**src/rtl/tmr_pkg.sv**
```systemverilog
/*
 * Shared definitions for the 16-bit capture/reload timer:
 * register offsets, field layouts, reset values, modes and
 * prescale counts.
 * Assumes a byte-wide register port with an 8-bit address.
 */
`default_nettype none

package tmr_pkg;

	// Register offsets
	localparam logic [7:0] TMR_CTRL_ADDR   = 8'hC8;
	localparam logic [7:0] TMR_MODE_ADDR   = 8'hC9;
	localparam logic [7:0] TMR_RCAPL_ADDR  = 8'hCA;
	localparam logic [7:0] TMR_RCAPH_ADDR  = 8'hCB;
	localparam logic [7:0] TMR_CNTL_ADDR   = 8'hCC;
	localparam logic [7:0] TMR_CNTH_ADDR   = 8'hCD;
	localparam logic [7:0] TMR_CKCFG_ADDR  = 8'hCE;
	localparam logic [7:0] TMR_XIRQ_ADDR   = 8'hCF;

	// Field positions
	localparam int         TMR_FAST_BIT    = 5;
	localparam int         TMR_MODE_RSVD   = 2;

	// Reset values
	localparam logic [7:0]  TMR_CTRL_RST   = 8'h00;
	localparam logic [7:0]  TMR_MODE_RST   = 8'h00;
	localparam logic [15:0] TMR_CNT_RST    = 16'h0000;
	localparam logic [15:0] TMR_RCAP_RST   = 16'h0000;
	localparam logic [3:0]  TMR_XIRQ_RST   = 4'h0;
	localparam logic        TMR_FAST_RST   = 1'b0;

	// Count limits
	localparam logic [15:0] TMR_CNT_MAX    = 16'hFFFF;
	localparam logic [15:0] TMR_CNT_ZERO   = 16'h0000;

	// Clocks per tick
	localparam logic [3:0]  TMR_BAUD_DIV   = 4'h2;
	localparam logic [3:0]  TMR_FAST_DIV   = 4'h4;
	localparam logic [3:0]  TMR_SLOW_DIV   = 4'hC;

	// Control register layout, bit 7 first
	typedef struct packed {
		logic tmr_overflow_flag;
		logic ext_edge_flag;
		logic rx_baud_select;
		logic tx_baud_select;
		logic ext_trigger_enable;
		logic run_control;
		logic count_source_select;
		logic capture_reload_select;
	} tmr_ctrl_t;

	// Mode control register layout, bit 7 first
	typedef struct packed {
		logic [3:0] hw_clear_irq;
		logic       capture_reset_enable;
		logic       rsvd;
		logic       clock_out_enable;
		logic       down_count_enable;
	} tmr_mode_ctrl_t;

	// Register port request
	typedef struct packed {
		logic       wr;
		logic       rd;
		logic [7:0] addr;
		logic [7:0] wdata;
	} tmr_bus_req_t;

	// Operating modes
	typedef enum logic [3:0] {
		TMR_M_CAPTURE = 4'b0001,
		TMR_M_RELOAD  = 4'b0010,
		TMR_M_DOWN    = 4'b0100,
		TMR_M_BAUD    = 4'b1000
	} tmr_mode_t;

endpackage : tmr_pkg

`default_nettype wire

```
**src/rtl/tmr_timer2.sv**
```systemverilog
/*
 * 16-bit timer/counter with capture, auto-reload with optional
 * down counting, baud tick generation and clock output, plus
 * the hardware-clear enables of external interrupts 2 to 5.
 * Assumes pins synchronous to clk, a register port with read
 * data one cycle after the read strobe, and interrupt entry
 * pulses from the core.
 */
// How it works
// Overflow flag set on 16-bit rollover
// Down count: flag also set at reload match
// Overflow flag set only with baud selects low
// Overflow flag cleared only by software
// Edge flag set by trigger edge, or by overflow in down count
// Edge flag raises timer request; software clears
// Receive baud select picks source, forces baud mode
// Transmit baud select picks source, forces baud mode
// Trigger edge captures or reloads when enabled
// Run bit stops counting, holds count
// Baud mode advances every 2 clocks
// Timer counts clocks or count pin falling edges
// Baud select forces auto-reload on overflow
// Reload mode reloads on overflow or trigger edge
// Capture mode copies count on trigger edge
// Capture reset clears count after capture
// Output enable switches clock-out function
// Down enable and trigger level set direction
// Reload pair doubles as capture pair
// Hardware-clear bits clear irq flags on entry
// Trigger high counts up, low counts down
// Falling edges found by sampling synced pins
`default_nettype none

module tmr_timer2
	import tmr_pkg::*;
(
	// Clock and reset
	input  wire logic         clk,
	input  wire logic         reset,
	// Register port
	input  wire tmr_bus_req_t bus_req,
	output var  logic [7:0]   rdata,
	// Trigger and count pins
	input  wire logic         trigger_pin,
	input  wire logic         count_pin_i,
	output var  logic         count_pin_o,
	output var  logic         count_pin_oe,
	// Serial port baud source
	output var  logic         baud_tick,
	// Timer interrupt requests
	output var  logic         tmr_overflow_flag,
	output var  logic         ext_edge_flag,
	// External interrupts 2 to 5
	input  wire logic [3:0]   irq_flag_set,
	input  wire logic [3:0]   irq_enter,
	output var  logic [3:0]   irq_flag
);

	// High-to-low change between two samples
	function automatic logic fall(input logic prev, input logic cur);
		fall = prev & ~cur;
	endfunction : fall

	// Register state
	tmr_ctrl_t      ctrl_r;
	tmr_ctrl_t      ctrl_nxt;
	tmr_mode_ctrl_t mode_r;
	tmr_mode_ctrl_t mode_nxt;
	logic [15:0]    cnt_r;
	logic [15:0]    cnt_nxt;
	logic [15:0]    rcap_r;
	logic [15:0]    rcap_nxt;
	logic           fast_r;
	logic           fast_nxt;
	logic [3:0]     xirq_r;
	logic [3:0]     xirq_nxt;

	// Counting state
	logic [3:0]     presc_r;
	logic [3:0]     presc_nxt;
	logic [2:0]     trig_s_r;
	logic [2:0]     trig_s_nxt;
	logic [2:0]     cpin_s_r;
	logic [2:0]     cpin_s_nxt;

	// Output state
	logic [7:0]     rdata_r;
	logic [7:0]     rdata_nxt;
	logic           cko_r;
	logic           cko_nxt;
	logic           baud_r;
	logic           baud_nxt;

	// Working terms
	tmr_mode_t      mode;
	logic           baud_mode;
	logic [3:0]     div;
	logic           ptick;
	logic           inc;
	logic           up;
	logic           trig_edge;
	logic           cpin_edge;
	logic           ovf;
	logic           tf_set;
	logic           ef_set;

	// Mode selection and tick generation
	// Baud selects outrank capture, capture outranks down count
	always_comb begin
		baud_mode = ctrl_r.rx_baud_select | ctrl_r.tx_baud_select;
		if (baud_mode) begin
			mode = TMR_M_BAUD;
		end else if (ctrl_r.capture_reload_select) begin
			mode = TMR_M_CAPTURE;
		end else if (mode_r.down_count_enable) begin
			mode = TMR_M_DOWN;
		end else begin
			mode = TMR_M_RELOAD;
		end
		// Clocks per tick
		if (baud_mode) begin
			div = TMR_BAUD_DIV;
		end else if (fast_r) begin
			div = TMR_FAST_DIV;
		end else begin
			div = TMR_SLOW_DIV;
		end
		// Synced pin edges and level
		// Third stage keeps the previous sample for the edge
		trig_edge = fall(trig_s_r[2], trig_s_r[1]);
		cpin_edge = fall(cpin_s_r[2], cpin_s_r[1]);
		up = trig_s_r[1];
		// Prescaler
		// Held at zero while stopped, so a restart waits a full tick
		ptick = 1'b0;
		presc_nxt = 4'h0;
		if (ctrl_r.run_control) begin
			if (presc_r == 4'(div - 4'h1)) begin
				ptick = 1'b1;
			end else begin
				presc_nxt = presc_r + 4'h1;
			end
		end
		// Advance only while running
		// Count pin edges are ignored in baud mode
		if (!ctrl_r.run_control) begin
			inc = 1'b0;
		end else if (baud_mode || !ctrl_r.count_source_select) begin
			inc = ptick;
		end else begin
			inc = cpin_edge;
		end
	end

	// Next state of all registers except the prescaler
	always_comb begin
		ctrl_nxt = ctrl_r;
		mode_nxt = mode_r;
		cnt_nxt = cnt_r;
		rcap_nxt = rcap_r;
		fast_nxt = fast_r;
		xirq_nxt = xirq_r;
		cko_nxt = cko_r;
		baud_nxt = 1'b0;
		rdata_nxt = 8'h00;
		ovf = 1'b0;
		tf_set = 1'b0;
		ef_set = 1'b0;
		trig_s_nxt = {trig_s_r[1:0], trigger_pin};
		cpin_s_nxt = {cpin_s_r[1:0], count_pin_i};

		// Hardware counting per mode
		// A trigger edge is applied last so it beats the count step
		unique case (mode)
			TMR_M_CAPTURE: begin
				if (inc) begin
					cnt_nxt = cnt_r + 16'h0001;
					if (cnt_r == TMR_CNT_MAX) begin
						ovf = 1'b1;
						tf_set = 1'b1;
					end
				end
				if (trig_edge && ctrl_r.ext_trigger_enable) begin
					rcap_nxt = cnt_r;
					ef_set = 1'b1;
					if (mode_r.capture_reset_enable) begin
						cnt_nxt = TMR_CNT_ZERO;
					end
				end
			end
			TMR_M_RELOAD: begin
				if (inc) begin
					if (cnt_r == TMR_CNT_MAX) begin
						cnt_nxt = rcap_r;
						ovf = 1'b1;
						tf_set = 1'b1;
					end else begin
						cnt_nxt = cnt_r + 16'h0001;
					end
				end
				if (trig_edge && ctrl_r.ext_trigger_enable) begin
					cnt_nxt = rcap_r;
					ef_set = 1'b1;
				end
			end
			TMR_M_DOWN: begin
				if (inc && up) begin
					if (cnt_r == TMR_CNT_MAX) begin
						cnt_nxt = rcap_r;
						ovf = 1'b1;
						tf_set = 1'b1;
						ef_set = 1'b1;
					end else begin
						cnt_nxt = cnt_r + 16'h0001;
					end
				end else if (inc) begin
					if (cnt_r == rcap_r) begin
						cnt_nxt = TMR_CNT_MAX;
						ovf = 1'b1;
						tf_set = 1'b1;
						ef_set = 1'b1;
					end else begin
						cnt_nxt = cnt_r - 16'h0001;
					end
				end
			end
			TMR_M_BAUD: begin
				if (inc) begin
					if (cnt_r == TMR_CNT_MAX) begin
						cnt_nxt = rcap_r;
						ovf = 1'b1;
						baud_nxt = 1'b1;
					end else begin
						cnt_nxt = cnt_r + 16'h0001;
					end
				end
				// Pin still flags, but no capture or reload
				if (trig_edge && ctrl_r.ext_trigger_enable) begin
					ef_set = 1'b1;
				end
			end
		endcase

		// Clock out toggles on each overflow
		if (ovf && mode_r.clock_out_enable) begin
			cko_nxt = ~cko_r;
		end

		// Interrupt flags cleared on service entry
		// Only flags whose clear bit is armed are touched
		xirq_nxt = xirq_r & ~(irq_enter & mode_r.hw_clear_irq);

		// Software writes override hardware updates except flag sets
		// Unmapped offsets change nothing
		if (bus_req.wr) begin
			case (bus_req.addr)
				TMR_CTRL_ADDR: begin
					ctrl_nxt = tmr_ctrl_t'(bus_req.wdata);
				end
				TMR_MODE_ADDR: begin
					mode_nxt = tmr_mode_ctrl_t'(bus_req.wdata);
					mode_nxt.rsvd = 1'b0;
				end
				TMR_RCAPL_ADDR: begin
					rcap_nxt[7:0] = bus_req.wdata;
				end
				TMR_RCAPH_ADDR: begin
					rcap_nxt[15:8] = bus_req.wdata;
				end
				TMR_CNTL_ADDR: begin
					cnt_nxt[7:0] = bus_req.wdata;
				end
				TMR_CNTH_ADDR: begin
					cnt_nxt[15:8] = bus_req.wdata;
				end
				TMR_CKCFG_ADDR: begin
					fast_nxt = bus_req.wdata[TMR_FAST_BIT];
				end
				TMR_XIRQ_ADDR: begin
					xirq_nxt = bus_req.wdata[3:0];
				end
				default: begin
					ctrl_nxt = ctrl_r;
				end
			endcase
		end

		// Hardware sets win over a clear in the same cycle
		ctrl_nxt.tmr_overflow_flag = ctrl_nxt.tmr_overflow_flag | (tf_set & ~baud_mode);
		ctrl_nxt.ext_edge_flag = ctrl_nxt.ext_edge_flag | ef_set;
		xirq_nxt = xirq_nxt | irq_flag_set;

		// Read data, unmapped reads return zero
		// Data stands for one cycle, then falls back to zero
		if (bus_req.rd) begin
			case (bus_req.addr)
				TMR_CTRL_ADDR: begin
					rdata_nxt = ctrl_r;
				end
				TMR_MODE_ADDR: begin
					rdata_nxt = mode_r;
					rdata_nxt[TMR_MODE_RSVD] = 1'b0;
				end
				TMR_RCAPL_ADDR: begin
					rdata_nxt = rcap_r[7:0];
				end
				TMR_RCAPH_ADDR: begin
					rdata_nxt = rcap_r[15:8];
				end
				TMR_CNTL_ADDR: begin
					rdata_nxt = cnt_r[7:0];
				end
				TMR_CNTH_ADDR: begin
					rdata_nxt = cnt_r[15:8];
				end
				TMR_CKCFG_ADDR: begin
					rdata_nxt[TMR_FAST_BIT] = fast_r;
				end
				TMR_XIRQ_ADDR: begin
					rdata_nxt = {4'h0, xirq_r};
				end
				default: begin
					rdata_nxt = 8'h00;
				end
			endcase
		end
	end

	// Register all state
	// Pin samples reset high so no false edge follows reset
	always_ff @(posedge clk) begin
		if (reset) begin
			ctrl_r   <= tmr_ctrl_t'(TMR_CTRL_RST);
			mode_r   <= tmr_mode_ctrl_t'(TMR_MODE_RST);
			cnt_r    <= TMR_CNT_RST;
			rcap_r   <= TMR_RCAP_RST;
			fast_r   <= TMR_FAST_RST;
			xirq_r   <= TMR_XIRQ_RST;
			presc_r  <= 4'h0;
			trig_s_r <= 3'h7;
			cpin_s_r <= 3'h7;
			rdata_r  <= 8'h00;
			cko_r    <= 1'b0;
			baud_r   <= 1'b0;
		end else begin
			ctrl_r   <= ctrl_nxt;
			mode_r   <= mode_nxt;
			cnt_r    <= cnt_nxt;
			rcap_r   <= rcap_nxt;
			fast_r   <= fast_nxt;
			xirq_r   <= xirq_nxt;
			presc_r  <= presc_nxt;
			trig_s_r <= trig_s_nxt;
			cpin_s_r <= cpin_s_nxt;
			rdata_r  <= rdata_nxt;
			cko_r    <= cko_nxt;
			baud_r   <= baud_nxt;
		end
	end

	// Outputs from flip-flops
	// Output enable follows its mode bit directly
	assign rdata             = rdata_r;
	assign count_pin_o       = cko_r;
	assign count_pin_oe      = mode_r.clock_out_enable;
	assign baud_tick         = baud_r;
	assign tmr_overflow_flag = ctrl_r.tmr_overflow_flag;
	assign ext_edge_flag     = ctrl_r.ext_edge_flag;
	assign irq_flag          = xirq_r;

endmodule : tmr_timer2

`default_nettype wire

```
**config.mk**
```make
export PLATFORM = sky130hd
export DESIGN_NAME = tmr_timer2
export DESIGN_NICKNAME = d
export VERILOG_FILES = /design/src/rtl/tmr_pkg.sv /design/src/rtl/tmr_timer2.sv
export SDC_FILE = /design/constraint.sdc
export NUM_CORES = 1
export LEC_CHECK = 0
export BUFFER_PORTS_ARGS = -buffer_cell sky130_fd_sc_hd__clkbuf_2
export CORE_ASPECT_RATIO = 0.75
export CORE_UTILIZATION = 40
export DETAILED_ROUTE_END_ITERATION = 8
export PLACE_DENSITY = 0.64
export SYNTH_ARGS = -nofsm -noshare
export SYNTH_HDL_FRONTEND = slang
export SYNTH_SLANG_ARGS = --single-unit
```
**constraint.sdc**
```tcl
create_clock -name clk -period 5.9 [get_ports clk]
set_clock_uncertainty 0.15 [all_clocks]
set_input_delay 0.295 -clock clk [delete_from_list [all_inputs] [get_ports clk]]
set_output_delay 0.295 -clock clk [all_outputs]
set_load 0.03 [all_outputs]
```
==> metrics.md <==
| Metric | Value |
|---|---|
| Syn. warnings | 0 |
| Final Max Tran Viols | 0 |
| Number of synthesized register bits | 72 |
| H-tree levels | 3 |
| VDD IR max | roughly 130 uV |
| Core Area | around 13000 sq um |
| Slew @ Worst Pin | roughly 1.3 ns |
| Die width | between 100 and 150 microns |
| Critical-path top delay cell | nand4_1 |
| I/O Pins | 47 |
| Worst-path clk slew | 0.07 ns |
| Cells along the critical path | ha_1 -> and4_1 -> nand4_1 -> mux2_2 -> o21ai_0 -> o221ai_1 -> a31oi_1 -> o32ai_1 |
| Via count | around 6200 |
| RSZ-0062 raised after global routing | no |
| Worst Hold Class | in2reg |
| CTS tree | done |
| Leakage dissipation | around 2.2 nW |
| Syn Area/Cell | around 7.3 sq um |
| DRC viols | 0 |
| CP Launch Type | flip-flop |
| Number of synthesized flops with an enable pin | 0 |
| Layout net count | about 800 |
| Clk root buf | clkbuf_16 |
| Site row count | 36 |
| CTS-repair resized insts | 0 |
| CP Data Required Time | around 6.0 ns |
| Status | completed |
| Synthesized instance count | between 700 and 800 |
| CTS max path bufs | 2 |
| Clock sinks | between 70 and 80 |
| Fraction of registers with async set or reset after synthesis | 0% |
| Largest net degree at the start of global routing | 37 |
| First-pass GRT wire length | approximately 35000 microns |
| Vias in the first global route | roughly 5600 |
| Fillcell total | approximately 1400 |
| Largest stage delay, worst path | 0.73 ns |
| Synth-to-layout area growth | 10.7% |
| Final ANT Viol Nets | 0 |
| Fin crit share | between 60% and 70% |
| Cell variety after synth | 69 |
| Drt first pass iters | 5 |
| F_max | between 200 and 300 MHz |
| DR iter-0 viols | 1154 |
| DR WL/cell | about 25 microns |
| Top FF cell, synth | dfxtp_1 |
| Starting Density | between 40% and 50% |
| Syn nets | ~800 |
| Worst endpoint data arrival time | between 3 and 4 ns |
| I/O Buffers | 46 |
| CP Capture Type | flip-flop |
| Post-route setup slack | 2.27 ns |
| Num CTS Buffers | 9 |
| Critical path type | reg2reg |
| Initial antenna violation count | 0 |
| PwrDens | ~190 nW/um^2 |
| Vias per inst | approximately 6.7 |
| HPWL Detailed | roughly 16000 microns |
| TNS Setup | 0 ns |
| Total Routed Length | around 23000 microns |
| Clock Latency Late Sink | ~0.35 ns |
| Cell Area, Synth | between 5000 and 6000 sq um |
| Die Footprint | 14200 sq um |
| Sequential fraction of the synthesis area | 26.2% |
| Ant diodes | 0 |
| # setup viols final | 0 |
| Die Y | just over 100 microns |
| Layout cells sized above 1 | between 10 and 15% |
| Final Hold Viols | 0 |
| Rel. slew slack | 15.4% |
| Minimum clock period | roughly 3.6 ns |
| # Max-Cap Violations | 0 |
| Placement Setup Slack | roughly 2.4 ns |
| CP Max Fanout | 17 |
| GP Congestion | 1.01 |
| Remaining global-route overflow | 0 |
| GRT Overall Usage | roughly 34% |
[cell usage after synthesis, types with 7 or more instances]
cell,count,area share (%)
nor2_1,105,7.2
xor2_1,10,1.6
clkbuf_1,45,3.1
xnor2_1,25,4.0
mux2i_1,35,6.4
nand2_1,56,3.8
o21ai_0,45,4.1
nor3_1,19,1.7
o221ai_1,7,1.1
a21oi_1,47,4.3
nand4_1,19,2.2
and3_1,10,1.1
dfxtp_1,72,26
inv_1,15,1.0
a211oi_1,22,3.0
buf_2,15,1.4
nand3_1,34,3.1
o22ai_1,7,0.80
a31oi_1,25,2.8
or2_2,7,0.80
[worst paths after layout]
path | startpoint | end | slack (ns) | cells after the start
setup / recovery | cnt_r[0] | cnt_r[2] | 2.27 | 8
hold / removal | irq_flag_set[2] | irq_flag[2] | 0.04 | 3
setup reg to reg | cnt_r[0] | cnt_r[2] | 2.27 | 8
hold reg to reg | trig_s_r[0] | trig_s_r[1] | 0.26 | 1
[metal layers]
| metal | up-vias | GRT usage (%) | wire [microns] |
|---|---|---|---|
| li1 | 2799 | - | - |
| met2 | 434 | 45.1 | 9020 |
| met3 | 57 | 9.31 | 2980 |
| met5 | - | 0 | 0 |
| met4 | 0 | 10.4 | 624 |
| met1 | 2951 | 51.1 | 10500 |
[cells by family after synthesis]
group | Yosys count | share of synthesized area [%]
XOR/XNOR | 35 | 5.58
AO/OA/AOI/OAI | 218 | 26.2
adder cells (fa/ha/maj) | 3 | 0.684
buffers and inverters | 81 | 6.01
AND/OR/NAND/NOR | 299 | 27.0
multiplexers | 42 | 8.23
flip-flops | 72 | 26.2
[area by class of cell]
type	count	area, sq um	area share [%]
Multi-Input combinational cell	597	3730	61.3
Sequential cell	72	1440	23.7
Timing Repair Buffer	60	340	5.60
Clock buffer	9	225	3.70
Tap cell	171	214	3.52
Clock inverter	7	77.6	1.28
Inverter	15	56.3	0.926
[state kept, by name, indices dropped and copies added, names as in the netlist]
signal and count:
irq_flag 4, tmr_overflow_flag 1, count_pin_o 1, baud_tick 1, ext_edge_flag 1, fast_r 1
cnt_r 16, trig_s_r 3, count_pin_oe 1, mode_r 6, rdata 8, rcap_r 16
cpin_s_r 3, ctrl_r 6, presc_r 4
[cells in the final DEF, fill, tap and decap left out, types with 4 or more instances in the layout]
| cell type | n |
|---|---|
| nor2_1 | 105 |
| dfxtp_1 | 72 |
| nand2_1 | 56 |
| a21oi_1 | 47 |
| clkbuf_2 | 46 |
| o21ai_0 | 45 |
| mux2i_1 | 35 |
| nand3_1 | 34 |
| a31oi_1 | 25 |
| xnor2_1 | 25 |
| a211oi_1 | 22 |
| nor3_1 | 19 |
| nand4_1 | 19 |
| inv_1 | 15 |
| buf_4 | 12 |
| and3_1 | 10 |
| xor2_1 | 10 |
| clkbuf_16 | 9 |
| or2_2 | 7 |
| o22ai_1 | 7 |
| o221ai_1 | 7 |
| a22oi_1 | 6 |
| a32oi_1 | 6 |
| a221oi_1 | 6 |
| or3_1 | 6 |
| and4_1 | 6 |
| o211ai_1 | 6 |
| nor2b_1 | 5 |
| mux2_2 | 5 |
| nand2b_1 | 4 |
| a22o_1 | 4 |
| nor4_1 | 4 |
| a311oi_1 | 4 |
| o2111ai_1 | 4 |
| and2_1 | 4 |
[critical path: cells and delay by family, from the launching register on]
kind / cells / cell delay [ns]
AOI/OAI and AO/OA: 4 / 0.67
DFF: 1 / 0.68
adders and majority gates: 1 / 0.33
muxes: 1 / 0.54
and+or+nand+nor: 2 / 1.11
[through the flow]
step / util (%) / cell area [sq um] / instances / power [mW] / hold slack, ns
after CTS: 46.1 / 6080 / 931 / 1.15 / 0.0379
after global placement: 43.6 / 5760 / 913 / 0.574 / 0.242
after floorplan: - / 5490 / 750 / 0.540 / 0.239
after detailed placement: 43.6 / 5760 / 913 / 0.574 / 0.253
final: 46.1 / 6080 / 931 / 1.15 / 0.0354
after global routing: 46.1 / 6080 / 931 / 1.17 / 0.0558
[what timing repair did]
item | in CTS | in global routing
hold endpoints to repair | 2 | 0
setup endpoints to repair | 0 | 0
buffers inserted | 0 | 0
hold buffers | 2 | 0
[report_power, final]
part / switching [mW] / internal (mW) / leakage (nW)
registers: 0.00576 / 0.490 / 0.582
logic: 0.0501 / 0.0206 / 1.52
clock network: 0.250 / 0.333 / 0.147
total: 0.305 / 0.843 / 2.25
Power figures use the tool's default switching activity.
